**config.mk**
```make
export PLATFORM = sky130hd
export DESIGN_NAME = rtc_irq_top
export DESIGN_NICKNAME = d
export VERILOG_FILES = /design/src/hdl/rtc_alarm_pkg.sv /design/src/hdl/countdown_unit.sv /design/src/hdl/alarm_compare.sv /design/src/hdl/rtc_irq_top.sv
export SDC_FILE = /design/constraint.sdc
export NUM_CORES = 1
export LEC_CHECK = 0
export BUFFER_PORTS_ARGS = -buffer_cell sky130_fd_sc_hd__buf_2
export CAP_MARGIN = 0
export CORE_MARGIN = 4
export CORE_UTILIZATION = 58
export DETAILED_ROUTE_END_ITERATION = 12
export PLACE_DENSITY = 0.86
export SLEW_MARGIN = 10
export SYNTH_ARGS = -nofsm -noshare
export SYNTH_HDL_FRONTEND = slang
export SYNTH_SLANG_ARGS = --single-unit
export TNS_END_PERCENT = 5
```
**constraint.sdc**
```tcl
create_clock -name clk -period 8.7 [get_ports clk]
set_input_delay 0 -clock clk [delete_from_list [all_inputs] [get_ports clk]]
set_output_delay 0 -clock clk [all_outputs]
set_load 0.05 [all_outputs]
```
**src/hdl/rtc_alarm_pkg.sv**
```systemverilog
package rtc_alarm_pkg;

  // ==========================================================
  // Register indices (byte address is four times the index)
  localparam logic [7:0] IDX_ALARM_MINUTE = 8'h08;
  localparam logic [7:0] IDX_ALARM_HOUR = 8'h09;
  localparam logic [7:0] IDX_ALARM_WEEK_OR_DAY = 8'h0A;
  localparam logic [7:0] IDX_PRESET_LO = 8'h0B;
  localparam logic [7:0] IDX_PRESET_HI = 8'h0C;
  localparam logic [7:0] IDX_EXTENSION_CONTROL = 8'h0D;
  localparam logic [7:0] IDX_EVENT_FLAGS = 8'h0E;
  localparam logic [7:0] IDX_INTERRUPT_CONTROL = 8'h0F;

  // ==========================================================
  // Field positions
  localparam int CMP_DIS_BIT = 7;
  localparam int EXT_TE_BIT = 4;
  localparam int EXT_WDS_BIT = 3;
  localparam int FLG_TF_BIT = 4;
  localparam int FLG_AF_BIT = 3;
  localparam int CTL_TIE_BIT = 4;
  localparam int CTL_AIE_BIT = 3;
  localparam int CTL_TSTP_BIT = 2;
  localparam int CTL_STOP_BIT = 1;

  // ==========================================================
  // Reset values and encodings
  localparam logic [7:0] REG_RESET = 8'h00;
  localparam logic [15:0] PRESET_RESET = 16'h0000;
  localparam logic [2:0] SRC_4096HZ = 3'h0;
  localparam logic [2:0] SRC_64HZ = 3'h1;
  localparam logic [2:0] SRC_1HZ = 3'h2;
  localparam logic [2:0] SRC_1MIN = 3'h3;
  localparam logic [2:0] SRC_1HOUR = 3'h4;
  localparam logic [1:0] RESP_OKAY = 2'h0;
  localparam logic [1:0] RESP_SLVERR = 2'h2;

  // ==========================================================
  // Timing
  localparam int CLK_PERIOD_PS = 25000;
  localparam int ALARM_LATENCY_US = 1460;
  localparam int ALARM_LATENCY_CYCLES = (ALARM_LATENCY_US * 1000) / CLK_PERIOD_PS;

endpackage : rtc_alarm_pkg

```
**src/hdl/countdown_unit.sv**
```systemverilog
`timescale 1ns/1ps
module countdown_unit
  import rtc_alarm_pkg::*;
(
  input wire logic clk,
  input wire logic rst,
  input wire logic enable,
  input wire logic pause,
  input wire logic tick,
  input wire logic [15:0] preset,
  output logic [15:0] count_q,
  output logic event_q
);

  logic enable_q;
  logic start;
  logic step;
  logic at_one;
  logic [15:0] count_d;

  // ==========================================================
  // Count control
  assign start = enable & ~enable_q;
  assign step = enable & tick & ~pause & ~start;
  assign at_one = (count_q == 16'h0001);

  // A preset of zero reloads zero forever, so no event ever fires
  assign count_d = (!enable || start) ? preset :
                   !step ? count_q :
                   (at_one || count_q == 16'h0000) ? preset :
                   count_q - 16'h0001;

  always_ff @(posedge clk or posedge rst) begin
    if (rst) begin
      enable_q <= 1'b0;
      count_q <= PRESET_RESET;
      event_q <= 1'b0;
    end else begin
      enable_q <= enable;
      count_q <= count_d;
      event_q <= step & at_one;
    end
  end

  AST_RELOAD: assert property (@(posedge clk) disable iff (rst)
    step && at_one && $stable(preset) |=> event_q && count_q == preset)
    else $error("countdown did not reload after reaching zero");

  AST_START: assert property (@(posedge clk) disable iff (rst)
    $rose(enable) |-> ##1 count_q == $past(preset))
    else $error("countdown did not start from preset");

  AST_ZERO_PRESET: assert property (@(posedge clk) disable iff (rst)
    enable && preset == 16'h0000 && $past(preset) == 16'h0000 |-> !event_q ##1 !event_q)
    else $error("zero preset produced a countdown event");

endmodule : countdown_unit

```
**src/hdl/alarm_compare.sv**
```systemverilog
`timescale 1ns/1ps
module alarm_compare
  import rtc_alarm_pkg::*;
(
  input wire logic clk,
  input wire logic rst,
  input wire logic [7:0] alarm_minute,
  input wire logic [7:0] alarm_hour,
  input wire logic [7:0] alarm_week_or_day,
  input wire logic week_day_select,
  input wire logic clock_stop,
  input wire logic time_advance,
  input wire logic [7:0] cal_minute,
  input wire logic [7:0] cal_hour,
  input wire logic [6:0] cal_weekday,
  input wire logic [7:0] cal_day,
  output logic event_q
);

  logic min_ok;
  logic hour_ok;
  logic day_ok;
  logic all_ok;

  // ==========================================================
  // Field comparison, BCD as stored
  assign min_ok = alarm_minute[CMP_DIS_BIT] |
                  (alarm_minute[6:0] == cal_minute[6:0]);
  assign hour_ok = alarm_hour[CMP_DIS_BIT] |
                   (alarm_hour[5:0] == cal_hour[5:0]);
  assign day_ok = alarm_week_or_day[CMP_DIS_BIT] |
                  (week_day_select ?
                   (alarm_week_or_day[5:0] == cal_day[5:0]) :
                   |(alarm_week_or_day[6:0] & cal_weekday));
  // Comparison runs whatever the interrupt enable holds
  assign all_ok = min_ok & hour_ok & day_ok;

  // Only an advance of the counters can fire, never a register write
  always_ff @(posedge clk or posedge rst) begin
    if (rst) begin
      event_q <= 1'b0;
    end else begin
      event_q <= time_advance & all_ok & ~clock_stop;
    end
  end

  AST_STOP_BLOCKS: assert property (@(posedge clk) disable iff (rst)
    clock_stop |=> !event_q)
    else $error("alarm event while clock stopped");

  AST_EVERY_MINUTE: assert property (@(posedge clk) disable iff (rst)
    time_advance && !clock_stop && alarm_minute[CMP_DIS_BIT] && alarm_hour[CMP_DIS_BIT]
    && alarm_week_or_day[CMP_DIS_BIT] |=> event_q)
    else $error("all fields disabled but no alarm");

  AST_NO_ADVANCE: assert property (@(posedge clk) disable iff (rst)
    !time_advance |=> !event_q)
    else $error("alarm raised without counter advance");

endmodule : alarm_compare

```
**src/hdl/rtc_irq_top.sv**
```systemverilog
// Register access over AXI4-Lite was decided locally.
`timescale 1ns/1ps
// Function
// - Countdown interval is preset times the selected source tick period.
// - Step from one to zero raises an event, reloads preset, repeats.
// - Enable rising from zero always restarts countdown from the preset.
// - Alarm match sets the alarm flag and pulls the interrupt low if enabled.
// - Alarm flag and interrupt update within 1.46 ms of the match.
// - Alarm interrupt stays low until software cancels it; no auto release.
// - While the clock stop bit is one, no alarm events occur.
// - Week-or-day register holds weekday mask or day; weekday bits may multi-match.
// - A field whose compare-disable bit is one is left out of comparison.
// - With all three compares disabled, an alarm fires every minute.
// - Alarm fires only when counters advance into a match, not on writes.
// - Select zero targets weekday, select one targets day of month.
// - Comparison continues when alarm registers serve as plain storage.
// - Alarm flag holds until written zero; writing one does nothing.
// - Alarm interrupt enable gates only the output; flag needs its own clear.
// - Countdown flag sets per event and holds until cleared to zero.
module rtc_irq_top
  import rtc_alarm_pkg::*;
#(
  parameter int ALARM_MAX_CYCLES = ALARM_LATENCY_CYCLES
)
(
  input wire logic clk,
  input wire logic rst,
  input wire logic [7:0] s_axi_awaddr,
  input wire logic s_axi_awvalid,
  output logic s_axi_awready,
  input wire logic [31:0] s_axi_wdata,
  input wire logic [3:0] s_axi_wstrb,
  input wire logic s_axi_wvalid,
  output logic s_axi_wready,
  output logic [1:0] s_axi_bresp,
  output logic s_axi_bvalid,
  input wire logic s_axi_bready,
  input wire logic [7:0] s_axi_araddr,
  input wire logic s_axi_arvalid,
  output logic s_axi_arready,
  output logic [31:0] s_axi_rdata,
  output logic [1:0] s_axi_rresp,
  output logic s_axi_rvalid,
  input wire logic s_axi_rready,
  input wire logic tick_4096hz,
  input wire logic tick_64hz,
  input wire logic tick_1hz,
  input wire logic tick_1min,
  input wire logic tick_1hour,
  input wire logic time_advance,
  input wire logic [7:0] cal_minute,
  input wire logic [7:0] cal_hour,
  input wire logic [6:0] cal_weekday,
  input wire logic [7:0] cal_day,
  input wire logic irq_n_i,
  output logic irq_n_o,
  output logic irq_n_oe
);

  // ==========================================================
  // Register state
  logic [7:0] alarm_minute_q;
  logic [7:0] alarm_hour_q;
  logic [7:0] alarm_week_or_day_q;
  logic [15:0] preset_q;
  logic [7:0] extension_control_q;
  logic [4:1] interrupt_control_q;
  logic alarm_event_flag_q;
  logic countdown_event_flag_q;
  logic alarm_event_flag_d;
  logic countdown_event_flag_d;
  logic irq_n_oe_d;

  logic countdown_enable;
  logic week_day_select;
  logic [2:0] countdown_source_sel;
  logic countdown_irq_enable;
  logic alarm_irq_enable;
  logic countdown_pause;
  logic clock_stop;

  assign countdown_enable = extension_control_q[EXT_TE_BIT];
  assign week_day_select = extension_control_q[EXT_WDS_BIT];
  assign countdown_source_sel = extension_control_q[2:0];
  assign countdown_irq_enable = interrupt_control_q[CTL_TIE_BIT];
  assign alarm_irq_enable = interrupt_control_q[CTL_AIE_BIT];
  assign countdown_pause = interrupt_control_q[CTL_TSTP_BIT];
  assign clock_stop = interrupt_control_q[CTL_STOP_BIT];

  // ==========================================================
  // Pin input: the line level is not used by this block
  logic irq_pin_meta_q;
  logic irq_pin_sync_q;

  always_ff @(posedge clk or posedge rst) begin
    if (rst) begin
      irq_pin_meta_q <= 1'b1;
      irq_pin_sync_q <= 1'b1;
    end else begin
      irq_pin_meta_q <= irq_n_i;
      irq_pin_sync_q <= irq_pin_meta_q;
    end
  end

  // ==========================================================
  // Write channel
  logic aw_hold_q;
  logic [7:0] aw_addr_q;
  logic w_hold_q;
  logic [7:0] w_data_q;
  logic w_lane0_q;
  logic aw_take;
  logic w_take;
  logic do_write;
  logic aw_hold_d;
  logic w_hold_d;
  logic bvalid_d;
  logic [7:0] wr_idx;
  logic wr_mapped;
  logic wr_en;

  assign aw_take = s_axi_awvalid & s_axi_awready;
  assign w_take = s_axi_wvalid & s_axi_wready;
  assign do_write = aw_hold_q & w_hold_q & ~s_axi_bvalid;
  assign aw_hold_d = (aw_hold_q & ~do_write) | aw_take;
  assign w_hold_d = (w_hold_q & ~do_write) | w_take;
  assign bvalid_d = do_write | (s_axi_bvalid & ~s_axi_bready);
  assign wr_idx = {2'b00, aw_addr_q[7:2]};
  assign wr_mapped = (aw_addr_q[1:0] == 2'b00) &
                     (wr_idx >= IDX_ALARM_MINUTE) & (wr_idx <= IDX_INTERRUPT_CONTROL);
  // Only byte lane zero carries register data
  assign wr_en = do_write & wr_mapped & w_lane0_q;

  always_ff @(posedge clk or posedge rst) begin
    if (rst) begin
      aw_hold_q <= 1'b0;
      aw_addr_q <= 8'h00;
      w_hold_q <= 1'b0;
      w_data_q <= 8'h00;
      w_lane0_q <= 1'b0;
      s_axi_awready <= 1'b0;
      s_axi_wready <= 1'b0;
      s_axi_bvalid <= 1'b0;
      s_axi_bresp <= RESP_OKAY;
    end else begin
      aw_hold_q <= aw_hold_d;
      w_hold_q <= w_hold_d;
      s_axi_awready <= ~aw_hold_d;
      s_axi_wready <= ~w_hold_d;
      s_axi_bvalid <= bvalid_d;
      if (aw_take) begin
        aw_addr_q <= s_axi_awaddr;
      end
      if (w_take) begin
        w_data_q <= s_axi_wdata[7:0];
        w_lane0_q <= s_axi_wstrb[0];
      end
      if (do_write) begin
        s_axi_bresp <= wr_mapped ? RESP_OKAY : RESP_SLVERR;
      end
    end
  end

  // ==========================================================
  // Register writes
  logic wr_flags;

  assign wr_flags = wr_en & (wr_idx == IDX_EVENT_FLAGS);

  always_ff @(posedge clk or posedge rst) begin
    if (rst) begin
      alarm_minute_q <= REG_RESET;
      alarm_hour_q <= REG_RESET;
      alarm_week_or_day_q <= REG_RESET;
      preset_q <= PRESET_RESET;
      extension_control_q <= REG_RESET;
      interrupt_control_q <= 4'h0;
    end else if (wr_en) begin
      case (wr_idx)
        IDX_ALARM_MINUTE: alarm_minute_q <= w_data_q;
        IDX_ALARM_HOUR: alarm_hour_q <= w_data_q;
        IDX_ALARM_WEEK_OR_DAY: alarm_week_or_day_q <= w_data_q;
        IDX_PRESET_LO: preset_q[7:0] <= w_data_q;
        IDX_PRESET_HI: preset_q[15:8] <= w_data_q;
        IDX_EXTENSION_CONTROL: extension_control_q <= w_data_q;
        IDX_INTERRUPT_CONTROL: interrupt_control_q <= w_data_q[4:1];
        default: ;
      endcase
    end
  end

  // ==========================================================
  // Countdown and alarm engines
  logic src_tick;
  logic gated_tick;
  logic [15:0] countdown_value;
  logic countdown_event;
  logic alarm_event;

  assign src_tick = (countdown_source_sel == SRC_4096HZ) ? tick_4096hz :
                    (countdown_source_sel == SRC_64HZ) ? tick_64hz :
                    (countdown_source_sel == SRC_1HZ) ? tick_1hz :
                    (countdown_source_sel == SRC_1MIN) ? tick_1min :
                    (countdown_source_sel == SRC_1HOUR) ? tick_1hour : 1'b0;
  // Calendar-derived sources freeze with the clock
  assign gated_tick = src_tick & ~(clock_stop & (countdown_source_sel >= SRC_1HZ));

  countdown_unit u_countdown (
    .clk(clk),
    .rst(rst),
    .enable(countdown_enable),
    .pause(countdown_pause),
    .tick(gated_tick),
    .preset(preset_q),
    .count_q(countdown_value),
    .event_q(countdown_event)
  );

  alarm_compare u_alarm (
    .clk(clk),
    .rst(rst),
    .alarm_minute(alarm_minute_q),
    .alarm_hour(alarm_hour_q),
    .alarm_week_or_day(alarm_week_or_day_q),
    .week_day_select(week_day_select),
    .clock_stop(clock_stop),
    .time_advance(time_advance),
    .cal_minute(cal_minute),
    .cal_hour(cal_hour),
    .cal_weekday(cal_weekday),
    .cal_day(cal_day),
    .event_q(alarm_event)
  );

  // ==========================================================
  // Event flags and interrupt pin
  // A new event beats a clear written in the same cycle
  assign alarm_event_flag_d = alarm_event |
                              (alarm_event_flag_q &
                               ~(wr_flags & ~w_data_q[FLG_AF_BIT]));
  assign countdown_event_flag_d = countdown_event |
                                  (countdown_event_flag_q &
                                   ~(wr_flags & ~w_data_q[FLG_TF_BIT]));
  // Level output: no release timer, clearing the flag or its enable releases it
  assign irq_n_oe_d = (alarm_event_flag_d & alarm_irq_enable) |
                      (countdown_event_flag_d & countdown_irq_enable);

  always_ff @(posedge clk or posedge rst) begin
    if (rst) begin
      alarm_event_flag_q <= 1'b0;
      countdown_event_flag_q <= 1'b0;
      irq_n_oe <= 1'b0;
      irq_n_o <= 1'b0;
    end else begin
      alarm_event_flag_q <= alarm_event_flag_d;
      countdown_event_flag_q <= countdown_event_flag_d;
      irq_n_oe <= irq_n_oe_d;
      irq_n_o <= 1'b0;
    end
  end

  // ==========================================================
  // Read channel
  logic ar_take;
  logic rvalid_d;
  logic [7:0] rd_idx;
  logic rd_mapped;
  logic [7:0] rd_byte;
  logic [7:0] flags_view;
  logic [15:0] timer_view;

  assign ar_take = s_axi_arvalid & s_axi_arready;
  assign rvalid_d = ar_take | (s_axi_rvalid & ~s_axi_rready);
  assign rd_idx = {2'b00, s_axi_araddr[7:2]};
  assign rd_mapped = (s_axi_araddr[1:0] == 2'b00) &
                     (rd_idx >= IDX_ALARM_MINUTE) & (rd_idx <= IDX_INTERRUPT_CONTROL);
  assign flags_view = {3'b000, countdown_event_flag_q, alarm_event_flag_q, 3'b000};
  // Running count while enabled, otherwise the preset
  assign timer_view = countdown_enable ? countdown_value : preset_q;
  assign rd_byte = (rd_idx == IDX_ALARM_MINUTE) ? alarm_minute_q :
                   (rd_idx == IDX_ALARM_HOUR) ? alarm_hour_q :
                   (rd_idx == IDX_ALARM_WEEK_OR_DAY) ? alarm_week_or_day_q :
                   (rd_idx == IDX_PRESET_LO) ? timer_view[7:0] :
                   (rd_idx == IDX_PRESET_HI) ? timer_view[15:8] :
                   (rd_idx == IDX_EXTENSION_CONTROL) ? extension_control_q :
                   (rd_idx == IDX_EVENT_FLAGS) ? flags_view :
                   (rd_idx == IDX_INTERRUPT_CONTROL) ? {3'b000, interrupt_control_q, 1'b0} :
                   8'h00;

  always_ff @(posedge clk or posedge rst) begin
    if (rst) begin
      s_axi_arready <= 1'b0;
      s_axi_rvalid <= 1'b0;
      s_axi_rdata <= 32'h00000000;
      s_axi_rresp <= RESP_OKAY;
    end else begin
      s_axi_arready <= ~rvalid_d;
      s_axi_rvalid <= rvalid_d;
      if (ar_take) begin
        s_axi_rdata <= {24'h000000, rd_byte};
        s_axi_rresp <= rd_mapped ? RESP_OKAY : RESP_SLVERR;
      end
    end
  end

  // ==========================================================
  // Checks
  logic [31:0] latency_q;

  always_ff @(posedge clk or posedge rst) begin
    if (rst) begin
      latency_q <= 32'h00000000;
    end else if (alarm_event || (latency_q != 32'h00000000 && !alarm_event_flag_q)) begin
      latency_q <= latency_q + 32'h00000001;
    end else begin
      latency_q <= 32'h00000000;
    end
  end

  AST_ALARM_LATENCY: assert property (@(posedge clk) disable iff (rst)
    latency_q <= 32'(ALARM_MAX_CYCLES))
    else $error("alarm flag late after match");

  AST_ALARM_SETS_PIN: assert property (@(posedge clk) disable iff (rst)
    alarm_event && alarm_irq_enable |=> alarm_event_flag_q && irq_n_oe)
    else $error("alarm match did not drive interrupt");

  AST_FLAG_HOLDS: assert property (@(posedge clk) disable iff (rst)
    alarm_event_flag_q && !wr_flags |=> alarm_event_flag_q)
    else $error("alarm flag dropped without clear");

  AST_PIN_HOLDS: assert property (@(posedge clk) disable iff (rst)
    irq_n_oe && alarm_event_flag_q && alarm_irq_enable && !wr_en |=> irq_n_oe)
    else $error("interrupt released without cancel");

  AST_ENABLE_GATES: assert property (@(posedge clk) disable iff (rst)
    !alarm_irq_enable && !countdown_irq_enable && $stable(interrupt_control_q) |=> !irq_n_oe)
    else $error("interrupt driven while all enables clear");

  AST_TF_SET: assert property (@(posedge clk) disable iff (rst)
    countdown_event |=> countdown_event_flag_q)
    else $error("countdown event lost");

endmodule : rtc_irq_top

```
## Yosys cells after proc, flatten, opt, wreduce, memory -nomap -nowiden

Index checks and enable logic that the tools add are counted.

| word-level totals | value |
|---|---|
| flip-flop bits (word level) | 110 |
| output and inout port bits | 43 |
| word-level logic and storage cells | 153 |

| operators by class | value |
|---|---|
| reductions and logical operators | 16 |
| magnitude comparators | 5 |
| eq/ne operators | 24 |
| bitwise logic cells | 60 |
| $add $sub $neg | 1 |
| mux-type cells | 20 |

Operators with widths:

| kind | count |
|---|---|
| $eq 6x4->1 const B | 16 |
| $mux 16 | 4 |
| $mux 8 | 6 |
| $and 1x1->1 | 33 |
| $eq 16x1->1 const B | 1 |
| $logic_not 16->1 | 1 |
| $not 1->1 | 16 |
| $sub 16x1->16 const B | 1 |
| $reduce_and 2->1 | 7 |
| $eq 6x6->1 | 2 |
| $ge 6x4->1 const B | 2 |
| $le 6x4->1 const B | 2 |
| $mux 5 | 2 |
| $or 1x1->1 | 10 |
| $and 7x7->7 | 1 |
| $eq 7x7->1 | 1 |
| $reduce_or 7->1 | 1 |
| $eq 3x2->1 const B | 2 |
| $mux 1 | 6 |
| $logic_not 2->1 | 2 |
| $mux 2 | 2 |
| $eq 3x1->1 const B | 1 |
| $eq 3x3->1 const B | 1 |
| $ge 3x2->1 const B | 1 |
| 4 further kinds | 5 |

## Longest topological paths before layout

Gate-level depths: netlist of the first run.

| depth | value |
|---|---|
| depth after elaboration | 12 |
| mapped depth | 8 |
| mapped depth without buffers | 7 |

## Cells and area by module

Synthesis of the first run repeated with hierarchy kept, for this count alone.

| unflattened totals | value |
|---|---|
| cell total of the unflattened synthesis | 528 |
| area total of the unflattened synthesis | 5845.6 um2 |

Modules (own cells, without submodules):

| module | area an instance (um2) | cells an instance | times used |
|---|---|---|---|
| rtc_irq_top | 4321.6 | 344 | 1 |
| countdown_unit | 1219.9 | 149 | 1 |
| alarm_compare | 304.0 | 35 | 1 |

## Worst setup path before layout of the first run

Ideal clock, no wire load.

| timing path | value |
|---|---|
| kind | flip-flop to flip-flop |
| from | register u_countdown.count_q[13] |
| to | register u_countdown.count_q[11] |
| required time | 8.573 ns |
| library setup time | 0.127 ns |
| setup slack | 6.444 ns |
| data arrival time | 2.129 ns |
| cell stages (with the launch flop) | 7 |
| cells stage by stage | dfrtp_1 or4_4 or4_4 clkbuf_8 nor2_8 nor2_1 a221o_2 |

| between the ends | value |
|---|---|
| word-level cells in the longest chain between the ends | 5 |

Ends and longest elaborated chain:

| what | line | text |
|---|---|---|
| start: declaration | countdown_unit.sv:11 | `output logic [15:0] count_q,` |
| start signal: assignment | countdown_unit.sv:40 | `count_q <= count_d;` |
| $eq 16x1->1 / $logic_not 16->1 (equally long branches) | countdown_unit.sv:25, countdown_unit.sv:30 |  |
| $logic_or 1x1->1 * | countdown_unit.sv:30 | `(at_one \|\| count_q == 16'h0000) ? preset :` |
| $mux 16 * | countdown_unit.sv:30 |  |
| $mux 16 * | countdown_unit.sv:29 | `!step ? count_q :` |
| $mux 16 * | countdown_unit.sv:28 | `assign count_d = (!enable \|\| start) ? preset :` |

Mark *: on every way between the ends. The rest lies on a longest branch, timed or not. The select of a mux whose other input is x is not followed.
A chain may end at the register's enable or synchronous reset.

## Worst setup path after layout of the first run

| timing path | value |
|---|---|
| from | register u_countdown.count_q[13] |
| to | register u_countdown.count_q[14] |

| between the ends | value |
|---|---|
| word-level cells in the longest chain between the ends | 5 |

Ends and longest elaborated chain:

| what | line |
|---|---|
| parallel branches: the longest is 2 deep, another holds $sub 16x1->16 | -- |
| $mux 16 * | countdown_unit.sv:30 |
| $mux 16 * | countdown_unit.sv:29 |
| $mux 16 * | countdown_unit.sv:28 |

Mark *: on every way between the ends. The select of a mux whose other input is x is not followed.

==> impl_results.md, run 1 <==
- Status: complete, no violations
- Reg clk slew, reported paths: between 100 and 150 ps
- Max Clock Skew: 12.70 ps
- Setup TNS: 0 ps
- Vias in the first global route: 4640
- Initial antenna violation count: 0
- Commonest cells in the netlist: dfrtp_1, mux2_2, nand2_1, buf_4, nor2_1
- Number of vias per cell: around 6.3
- Synthesis-to-finish area growth: 14.76%
- Worst Reg2Reg Path Length in Cells: 5
- CP max stage cell: or4_4
- Synth unique cells: 72
- Number of synthesized flops with an enable pin: 0
- Top-area cell type share of the netlist area: 0.4669
- Top cells by area in the synthesized netlist: dfrtp_1, mux2_2, buf_4
- Io pins: 140
- Fin cells: 762
- Die area: 11640 um2
- # fillers: between 600 and 700
- Origin of the worst setup path: u_countdown.count_q[13]$_DFFE_PP0P_
- Worst-margin pin slew: slightly above 900 ps
- Post-synth ARST share: 1.000
- Top sig layer: met4
- Wire per inst: between 20 and 25 um
- FF-to-FF Start: u_countdown.count_q[13]$_DFFE_PP0P_
- Hold/Removal Path Class: in -> reg
- Worst reg2reg endpoint: u_countdown.count_q[14]$_DFFE_PP0P_
- Resized cells post-CTS: 0
- Cell mode on critical path: or4_4
- Final Hold Fails: 0
- Top_reg_cell synth: dfrtp_1
- Total gr overflow: 0
- Post-Syn Instances: 530
- Final period utilization: 0.3162
- Final Core Density: 0.6827
- # Post-CTS Setup Buffers: 0
- CP required: about 9000 ps
- Setup-failing EPs final: 0
- FMAX: 363.6 MHz
- Met2 WL post-DR: approximately 7400 um
- Antenna-violating nets left: 0
- Element type at the critical path end: register
- Global-route wire length before repair: between 20000 and 25000 um
- Initial DRC count: ~510
- Area leader, netlist: dfrtp_1
- Worst setup endpoint: u_countdown.count_q[14]$_DFFE_PP0P_
- Worst path max stage delay: a little over 600 ps
- Die H: 107.9 um
- Core Region: 9729 um2
- Met1 WL: between 5000 and 6000 um
- Reg area: 2703 um2
- Multi-input logic area: 2819 um2
- Maximum VDD drop: 0.2150 mV
- Root buffer cell: clkbuf_8
- Clock Sinks: approximately 110
- CTS H-tree lvls: 3
- Crit path DAT: ~3000 ps
- Vias: 4792
- Initial Util: 0.5949
- Wirelength, routed: 15290 um
- Leakage Power: 0.003179 uW
- Total CTS buffers: 9
- Seq/Total Area, Yosys: 0.4669
- # DRC: 0
- Synth Area per Inst: 10.92 um2
- Fin. max-slew vios: 0
- Crit-path max FO: 12
- Dpl cells: a little over 700
- Critical Path Stages: 5
- Max Root-Sink Buffers: 2
- Worst rel slew slack: 0.3868
- Detailed Place HPWL: 10400 um
- Power density over the cells: 221.9 nW/um2
- Initial DRT Pass Iterations: 6
- #FFs+latches synth: 108
- Startpoint Class: register
- Die X: 107.9 um
- Crit path buf inv count: 0
- Clock Latency Late Sink: 390 ps
- Worst R2R Setup Slack: 5950 ps
- Max Cap Violations: 0
- Routed wl met3: 1529 um
- Synthesized area: approximately 5800 um2
- Top-count cell post-synth: dfrtp_1
- CP Class: reg -> reg
- Unrepaired setup endpoints after global routing: no
- Synth Warn #: 0
- Crit path cell chain: or4_4 > or4_4 > o22ai_1 > nor3_1 > a221o_2
- Family with the most delay on the worst path: simple AND/OR/NAND/NOR gates
- Fin nets: 723
- Fin crit period: approximately 2800 ps
- Port bufs: a little under 80
- Total GRT Usage: 0.2754
- Layout cell share with drive strength beyond 1: 0.3100
- Antenna diode count: 0
- Site Rows: 36
- CTS tree: built
- Largest net degree at the start of global routing: 73
- Gpl congestion: 0.8800
## layer usage
metal | GRT usage | up-vias
met5 | 0 | -
met2 | 0.4614 | 317
met4 | 0.07935 | 0
met1 | 0.3559 | 2341
li1 | - | 2089
met3 | 0.06719 | 45
## worst min-delay path, cell delays in order
cell and delay [ps]:
buf_2 90, nor3b_1 90, a21oi_1 160, nor3_1 70
## stage by stage
step | total power (uW) | cell area [um2] | hold WS (ps) | worst slack (ps)
floorplan | 997.9 | 5886 | 96.45 | 5854
global placement | 1106 | 6161 | 32.34 | 6024
detailed placement | 1124 | 6161 | 56.09 | 6000
CTS | 1464 | 6643 | 40.07 | 5985
global route | 1540 | 6643 | 69.34 | 5858
finish | 1474 | 6643 | 65.60 | 5949
## registers in the layout, summed over array words and instances, names as in the netlist, 4 cells and up
| register | cells |
|---|---|
| preset_q | 16 |
| aw_addr_q | 8 |
| s_axi_rdata | 8 |
| u_countdown.count_q | 16 |
| w_data_q | 8 |
| extension_control_q | 8 |
| interrupt_control_q | 4 |
| alarm_week_or_day_q | 8 |
| alarm_hour_q | 8 |
| alarm_minute_q | 8 |
## kinds of logic after synthesis
group | count (synthesis) | synth area share
compound gates | 106 | 0.1301
simple gates | 140 | 0.1306
xor+xnor | 19 | 0.02875
buf+inv | 65 | 0.06290
mux | 89 | 0.1757
fa+ha+maj | 2 | 0.004323
other cells | 1 | 0.0006479
flops | 108 | 0.4669
## repair_timing
action                     in CTS  in global routing
setup endpoints to repair       0                  0
hold endpoints to repair       59                  0
hold buffers                   25                  0
## final cells by class
type	instances	share of cell area
Sequential cell	108	0.4069
Clock buffer	9	0.01865
Tap cell	133	0.02505
Clock inverter	7	0.01620
Inverter	16	0.009418
Multi-Input combinational cell	383	0.4244
Timing Repair Buffer	106	0.09945
## cell usage in the layout (no fill, tap or decap), types with 4 or more instances in the layout
cell type	instances
o22ai_1	8
nor3_1	17
nand3_1	8
nor3b_1	6
conb_1	27
nor4_1	10
clkbuf_8	9
buf_2	79
nor2_1	26
o21ai_0	25
dfrtp_1	108
nand2_1	40
mux2i_1	15
dlygate4sd3_1	25
a21o_1	4
xor2_1	11
mux2_2	71
a211oi_1	6
a221o_2	6
xnor2_1	8
a21oi_1	18
inv_1	14
## power breakdown
group          switching (uW)  internal [uW]  leakage (uW)
registers                 124            583       0.00144
clock network             195            143      0.000114
logic                     265            164       0.00163
total                     584            890       0.00318
## worst min path at each step
stage                     from                          to  slack, ps  cells past startpoint
2_1_floorplan     s_axi_bready      s_axi_bvalid$_DFF_PP0_        100                      1
3_3_place_gp               rst     w_data_q[6]$_DFFE_PP0P_         30                      2
3_5_place_dp               rst     w_data_q[6]$_DFFE_PP0P_         60                      2
4_1_cts        s_axi_araddr[6]  s_axi_rdata[0]$_DFFE_PP0P_         40                      4
5_1_grt        s_axi_araddr[6]  s_axi_rdata[0]$_DFFE_PP0P_         70                      4
6_report       s_axi_araddr[6]  s_axi_rdata[0]$_DFFE_PP0P_         70                      4
No activity file was read; power rests on OpenSTA's default activity.
==> run 2: changes to the inputs <==
--- a/config.mk
+++ b/config.mk
@@ -8,9 +8,9 @@
 export BUFFER_PORTS_ARGS = -buffer_cell sky130_fd_sc_hd__buf_2
 export CAP_MARGIN = 0
 export CORE_MARGIN = 4
-export CORE_UTILIZATION = 58
+export CORE_UTILIZATION = 54
 export DETAILED_ROUTE_END_ITERATION = 12
-export PLACE_DENSITY = 0.86
+export PLACE_DENSITY = 0.8
 export SLEW_MARGIN = 10
 export SYNTH_ARGS = -nofsm -noshare
 export SYNTH_HDL_FRONTEND = slang
==> constraint.sdc (replaced) <==
create_clock -name clk -period 2.7 [get_ports clk]
set_input_delay 0 -clock clk [delete_from_list [all_inputs] [get_ports clk]]
set_output_delay 0 -clock clk [all_outputs]
set_load 0.05 [all_outputs]
==> run 2 against run 1 <==
Compared with the run above:
- final cell count grew 1.8%
- hold slack lost 7.8 ps
- via count shrank 1.5%
- combinational power grew to 3.3 times the previous value
- core utilization shrank 3.6 points
- critical path depth grew 1
- global-route usage shrank 2.4 points
- non-clock buffer count grew 11
- setup slack lost 5800 ps
- first-iteration DRC count shrank 35%
- final area grew 0.92%
- critical endpoint is now u_countdown.count_q[7]$_DFFE_PP0P_
==> impl_results.md, run 2 (synthesis results as in run 1) <==
- Vias in the first global route: 4714 (+1.6%)
- Reg area: 2703 um2 (unchanged)
- Most frequent cells in the layout: dfrtp_1, buf_2, mux2_2, nand2_1, conb_1
- Number of vias per cell: 6.080 (-3.3%)
- Sequential Power Share: 0.487 (+0.007)
- Synthesis-to-finish area growth: 15.82%
- Site Rows: 37 (+2.8%)
- Hold/Removal Path Class: in -> reg
- Resized cells post-CTS: 0 (unchanged)
- Sw Share: 0.3993 (+0.002928)
- Power density over the cells: 699.2 nW/um2 (+220%)
- Total GRT Usage: 0.2509 (-0.02448)
- Antenna diode count: 0 (unchanged)
- Worst-margin pin slew: 746.6 ps (-173.2 ps)
- Setup-failing EPs final: 0 (unchanged)
- Initial Util: 0.5582 (-0.03675)
- Antenna-violating nets left: 0 (unchanged)
- Initial antenna violation count: 0 (unchanged)
- # fillers: 817 (+21%)
- Fin crit period: 2534 ps (-216.1 ps)
- Multi-input logic area: 2819 um2 (unchanged)
- Wire per inst: 19.77 um (-1.5%)
- Clock Sinks: 108 (unchanged)
- Total power: 4687 uW (+220%)
- Crit-path max FO: 14 (+2)
- # Post-CTS Setup Buffers: 0 (unchanged)
- Max Clock Skew: 12.23 ps (-0.4669 ps)
- Dpl cells: 735 (+1.9%)
- Met3 usage: 0.06141 (-0.005774)
- Wirelength, routed: 15340 um (+0.34%)
- Element type at the critical path end: register
- Worst R2R Setup Slack: 170 ps (-5780 ps)
- Initial DRT Pass Iterations: 5 (-1)
- Placed Instance Area: 6261 um2 (+1.6%)
- Fin nets: 734 (+1.5%)
- FMAX: 394.6 MHz (+8.5%)
- Initial DRC count: 331 (-35%)
- Clock Latency Late Sink: 380 ps (about the same)
- Detailed Place HPWL: 10780 um (+3.6%)
- CP required: 3030 ps (-5950 ps)
- Final period utilization: 0.9387 (+0.6225)
- Core Region: 10370 um2 (+6.6%)
- Fin. max-slew vios: 0 (unchanged)
- Final Hold Fails: 0 (unchanged)
- Unrepaired setup endpoints after global routing: no
- Vias: 4718 (-1.5%)
- Die X: 111.5 um (+3.4%)
- Power Internal: 2815 uW (+220%)
- CTS tree: built
- # hold bufs at CTS: 25 (unchanged)
- # DRC: 0 (unchanged)
- Gpl congestion: 0.8991 (+2.2%)
- Largest net degree at the start of global routing: 75 (+2.7%)
- Setup TNS: 0 ps (unchanged)
- Busiest grt layer: met2
- Met2 Track Usage GR: 0.3989 (-0.06249)
- Total gr overflow: 0 (unchanged)
- Fin cells: 776 (+1.8%)
- Global-route wire length before repair: 24850 um (+1.2%)
- Max Cap Violations: 0 (unchanged)
- Port bufs: 79 (unchanged)
- Die area: 12440 um2 (+6.9%)
- Worst rel slew slack: 0.5012 (+0.1144)
- Io pins: 140 (unchanged)
- Reg clk slew, reported paths: 110 ps (about the same)
- Status: complete, no violations
- Leakage Power: 0.003216 uW (+1.2%)
- Total CTS buffers: 9 (unchanged)
- Maximum VDD drop: 0.8132 mV (+280%)
- Startpoint Class: register
- Clock power frac: 0.207 (-0.023)
- Design area: 6704 um2 (+0.92%)
- Max Root-Sink Buffers: 2 (unchanged)
- Layout cell share with drive strength beyond 1: 0.3219 (+0.01186)
- Switch Pwr: 1872 uW (+220%)
- Comb power frac: 0.305 (+0.014)
- Met1 usage: 0.3355 (-0.02046)
- CTS H-tree lvls: 3 (unchanged)
- Top flop regs: preset_q (16), u_countdown.count_q (16)
- Crit path DAT: 2860 ps (-170 ps)
- Most common cell after layout, fill and taps aside: dfrtp_1
- CP Class: reg -> reg
- Die H: 111.5 um (+3.4%)
- Root buffer cell: clkbuf_8
- Hold WS: 57.83 ps (-7.772 ps)
run 2: through the flow:
step	setup slack, ps	utilization
final	165.5	0.6465
after global routing	125.8	0.6465
after detailed placement	217.0	0.6038
after CTS	183.1	0.6465
after global placement	231.6	0.6038
after floorplan	444.4	-
run 2: power groups by stage:
stage          combinational (uW)  clock (uW)  sequential (uW)
3_3_place_gp                 1360           0             2280
4_1_cts                      1420         989             2270
5_1_grt                      1550        1060             2310
3_5_place_dp                 1390           0             2300
6_report                     1430         972             2280
2_1_floorplan                 930           0             2290
run 2: path summary, 6_finish.rpt:
| path | startpoint | end | depth (start not counted) |
|---|---|---|---|
| hold / removal | s_axi_araddr[6] | s_axi_rdata[0]$_DFFE_PP0P_ | 4 |
| setup reg to reg | u_countdown.count_q[13]$_DFFE_PP0P_ | u_countdown.count_q[7]$_DFFE_PP0P_ | 6 |
| min in group asynchronous | rst | w_data_q[1]$_DFFE_PP0P_ | 3 |
| hold reg to reg | u_countdown.event_q$_DFF_PP0_ | countdown_event_flag_q$_DFF_PP0_ | 1 |
| setup / recovery | u_countdown.count_q[13]$_DFFE_PP0P_ | u_countdown.count_q[7]$_DFFE_PP0P_ | 6 |
| max in group asynchronous | rst | alarm_week_or_day_q[1]$_DFFE_PP0P_ | 4 |
run 2: critical path, cell delays in order, from the launching register on:
cell,delay [ps]
dfrtp_1,450
or4_4,550
or4_4,620
or2_4,300
o21ai_4,120
buf_4,240
a221o_2,190
run 2: area by class of cell:
type / count / share of cell area
Clock buffer: 9 / 0.01848
Sequential cell: 108 / 0.4031
Clock inverter: 7 / 0.01027
Tap cell: 136 / 0.02538
Inverter: 16 / 0.009518
Timing Repair Buffer: 117 / 0.1127
Multi-Input combinational cell: 383 / 0.4205
run 2: per-layer routing:
metal,vias up,part of all wire
met5,-,0
met4,0,0.033
met3,35,0.090
met2,272,0.48
met1,2302,0.39
li1,2109,-
==> run 3: changes to the inputs <==
--- a/config.mk
+++ b/config.mk
@@ -11,6 +11,7 @@
 export CORE_UTILIZATION = 54
 export DETAILED_ROUTE_END_ITERATION = 12
 export PLACE_DENSITY = 0.8
+export RECOVER_POWER = 50
 export SLEW_MARGIN = 10
 export SYNTH_ARGS = -nofsm -noshare
 export SYNTH_HDL_FRONTEND = slang
==> run 3 against run 2 <==
Compared with the run above:
- core utilization is 0.39 points lower
- final area is 0.60% lower
- largest power group unchanged
- global-route usage stayed put
- via count is 0.23% higher
- non-clock buffer count stayed put
==> impl_results.md, run 3 (synthesis results as in run 1) <==
- Status: complete, no violations
- Total CTS buffers: 9 (unchanged)
- Clock Sinks: 108 (unchanged)
- Crit-path max FO: 14 (unchanged)
- Top flop regs: preset_q (16), u_countdown.count_q (16)
- CP Class: reg -> reg
- Vias in the first global route: 4714 (unchanged)
- Final Hold Fails: 0 (unchanged)
- Final Core Density: 0.6426 (-0.003861)
- Clock power frac: 0.209 (+0.002)
- # DRC: 0 (unchanged)
- Die H: 111.5 um (unchanged)
- Sw Share: 0.4012 (+0.001862)
- Worst Reg2Reg Path Length in Cells: 6 (unchanged)
- Total gr overflow: 0 (unchanged)
- Final period utilization: 0.9351 (-0.003602)
- Max Root-Sink Buffers: 2 (unchanged)
- Setup-failing EPs final: 0 (unchanged)
- Number of vias per cell: 6.094 (+0.23%)
- Max Cap Violations: 0 (unchanged)
- Crit path DAT: 2850 ps (about the same)
- Detailed Place HPWL: 10780 um (unchanged)
- Most common cell after layout, fill and taps aside: dfrtp_1
- Synthesis-to-finish area growth: 15.13%
- CTS tree: built
- Element type at the critical path end: register
- Fin nets: 734 (unchanged)
- Root buffer cell: clkbuf_8
- Resized cells post-CTS: 0 (unchanged)
- Initial antenna violation count: 0 (unchanged)
- Wire per inst: 19.94 um (+0.90%)
- Leakage Power: 0.003152 uW (-2.0%)
- Core Region: 10370 um2 (unchanged)
- Fin. max-slew vios: 0 (unchanged)
- Hold/Removal Path Class: in -> reg
- Initial Util: 0.5582 (unchanged)
- Worst R2R Setup Slack: 180 ps (about the same)
- Hold Startpoint: s_axi_araddr[6]
- Layout cell share with drive strength beyond 1: 0.2938 (-0.02813)
- Reg clk slew, reported paths: 110 ps (about the same)
- Antenna diode count: 0 (unchanged)
- Antenna-violating nets left: 0 (unchanged)
- Switch Pwr: 1874 uW (+0.13%)
- Pre-CTS WS: 217.0 ps (unchanged)
- Power Internal: 2797 uW (-0.64%)
- Vias: 4729 (+0.23%)
- FMAX: 396.1 MHz (+0.39%)
- Largest net degree at the start of global routing: 75 (unchanged)
- Wirelength, routed: 15480 um (+0.90%)
- Comb power frac: 0.303 (-0.002)
- Port bufs: 79 (unchanged)
- Dpl cells: 735 (unchanged)
- Initial DRT Pass Iterations: 7 (+2)
- Worst setup margin: 175.2 ps (+9.726 ps)
- CP required: 3030 ps (about the same)
- Fin cells: 776 (unchanged)
- Startpoint Class: register
- Maximum VDD drop: 0.7941 mV (-2.3%)
- Sequential Power Share: 0.489 (+0.002)
- FF-to-FF Start: u_countdown.count_q[13]$_DFFE_PP0P_
- Gpl congestion: 0.8991 (unchanged)
- Hold Crit Depth: 4 (unchanged)
- Die area: 12440 um2 (unchanged)
- Power density over the cells: 701.0 nW/um2 (+0.26%)
- Site Rows: 37 (unchanged)
- Total GRT Usage: 0.2509 (unchanged)
- Clock Latency Late Sink: 380 ps (about the same)
- Fin crit period: 2525 ps (-9.726 ps)
- Global-route wire length before repair: 24850 um (unchanged)
- Max Clock Skew: 13.24 ps (+1.011 ps)
- Io pins: 140 (unchanged)
- Setup TNS: 0 ps (unchanged)
- Hold path endpoint: s_axi_rdata[0]$_DFFE_PP0P_
- Worst rel slew slack: 0.01953 (-0.4817)
- Unrepaired setup endpoints after global routing: no
- Worst-margin pin slew: 1463 ps (+716.1 ps)
- Worst reg2reg endpoint: u_countdown.count_q[7]$_DFFE_PP0P_
- CTS H-tree lvls: 3 (unchanged)
- Most frequent cells in the layout: dfrtp_1, mux2_2, buf_2, nand2_1, conb_1
- Initial DRC count: 364 (+10%)
- Die X: 111.5 um (unchanged)
run 3: final cells by class:
class	count	area, um2
Multi-Input combinational cell	383	2819
Fill cell	834	3706
Clock buffer	9	123.9
Tap cell	136	170.2
Inverter	16	61.31
Timing Repair Buffer	117	718.2
Sequential cell	108	2703
Clock inverter	7	68.82
run 3: how the worst max path moves through the flow:
| stage | from | endpoint | slack, ps |
|---|---|---|---|
| 6_report | u_countdown.count_q[13]$_DFFE_PP0P_ | u_countdown.count_q[7]$_DFFE_PP0P_ | 180 |
| 5_1_grt | rst | preset_q[15]$_DFFE_PP0P_ | 80 |
| 4_1_cts | u_countdown.count_q[13]$_DFFE_PP0P_ | u_countdown.count_q[7]$_DFFE_PP0P_ | 180 |
| 3_5_place_dp | u_countdown.count_q[13]$_DFFE_PP0P_ | u_countdown.count_q[5]$_DFFE_PP0P_ | 220 |
| 3_3_place_gp | u_countdown.count_q[13]$_DFFE_PP0P_ | u_countdown.count_q[5]$_DFFE_PP0P_ | 230 |
| 2_1_floorplan | u_countdown.count_q[13]$_DFFE_PP0P_ | u_countdown.count_q[11]$_DFFE_PP0P_ | 440 |
run 3: repair_timing:
action	CTS	global route
hold buffers	25	0
setup buffers	0	0
endpoints found under the hold margin	57	0
run 3: critical path, cell delays in order (launching register included):
cell and delay, ps:
dfrtp_1 450, or4_4 550, or4_4 620, or2_4 300, o21ai_4 120, buf_4 240
a221o_2 190
run 3: routing by layer:
layer / up-vias / share of wire / GRT usage
li1: 2110 / - / -
met1: 2332 / 0.41 / 0.3355
met3: 43 / 0.078 / 0.06141
met4: 0 / 0.038 / 0.09408
met5: - / 0 / 0
met2: 244 / 0.48 / 0.3989
run 3: metrics by stage:
stage                     area [um2]  power (uW)  hold WS (ps)
after CTS                       6704        4685         33.95
after floorplan                 5889        3216         96.45
after global routing            6664        4911         100.7
after detailed placement        6261        3698         176.3
final                           6664        4671         57.61
after global placement          6261        3641         155.3
run 3: power groups by stage:
stage / clock network (uW) / registers [uW] / logic [uW]
2_1_floorplan: 0 / 2290 / 930
3_3_place_gp: 0 / 2280 / 1360
3_5_place_dp: 0 / 2300 / 1390
4_1_cts: 989 / 2270 / 1420
5_1_grt: 1060 / 2310 / 1530
6_report: 975 / 2280 / 1410
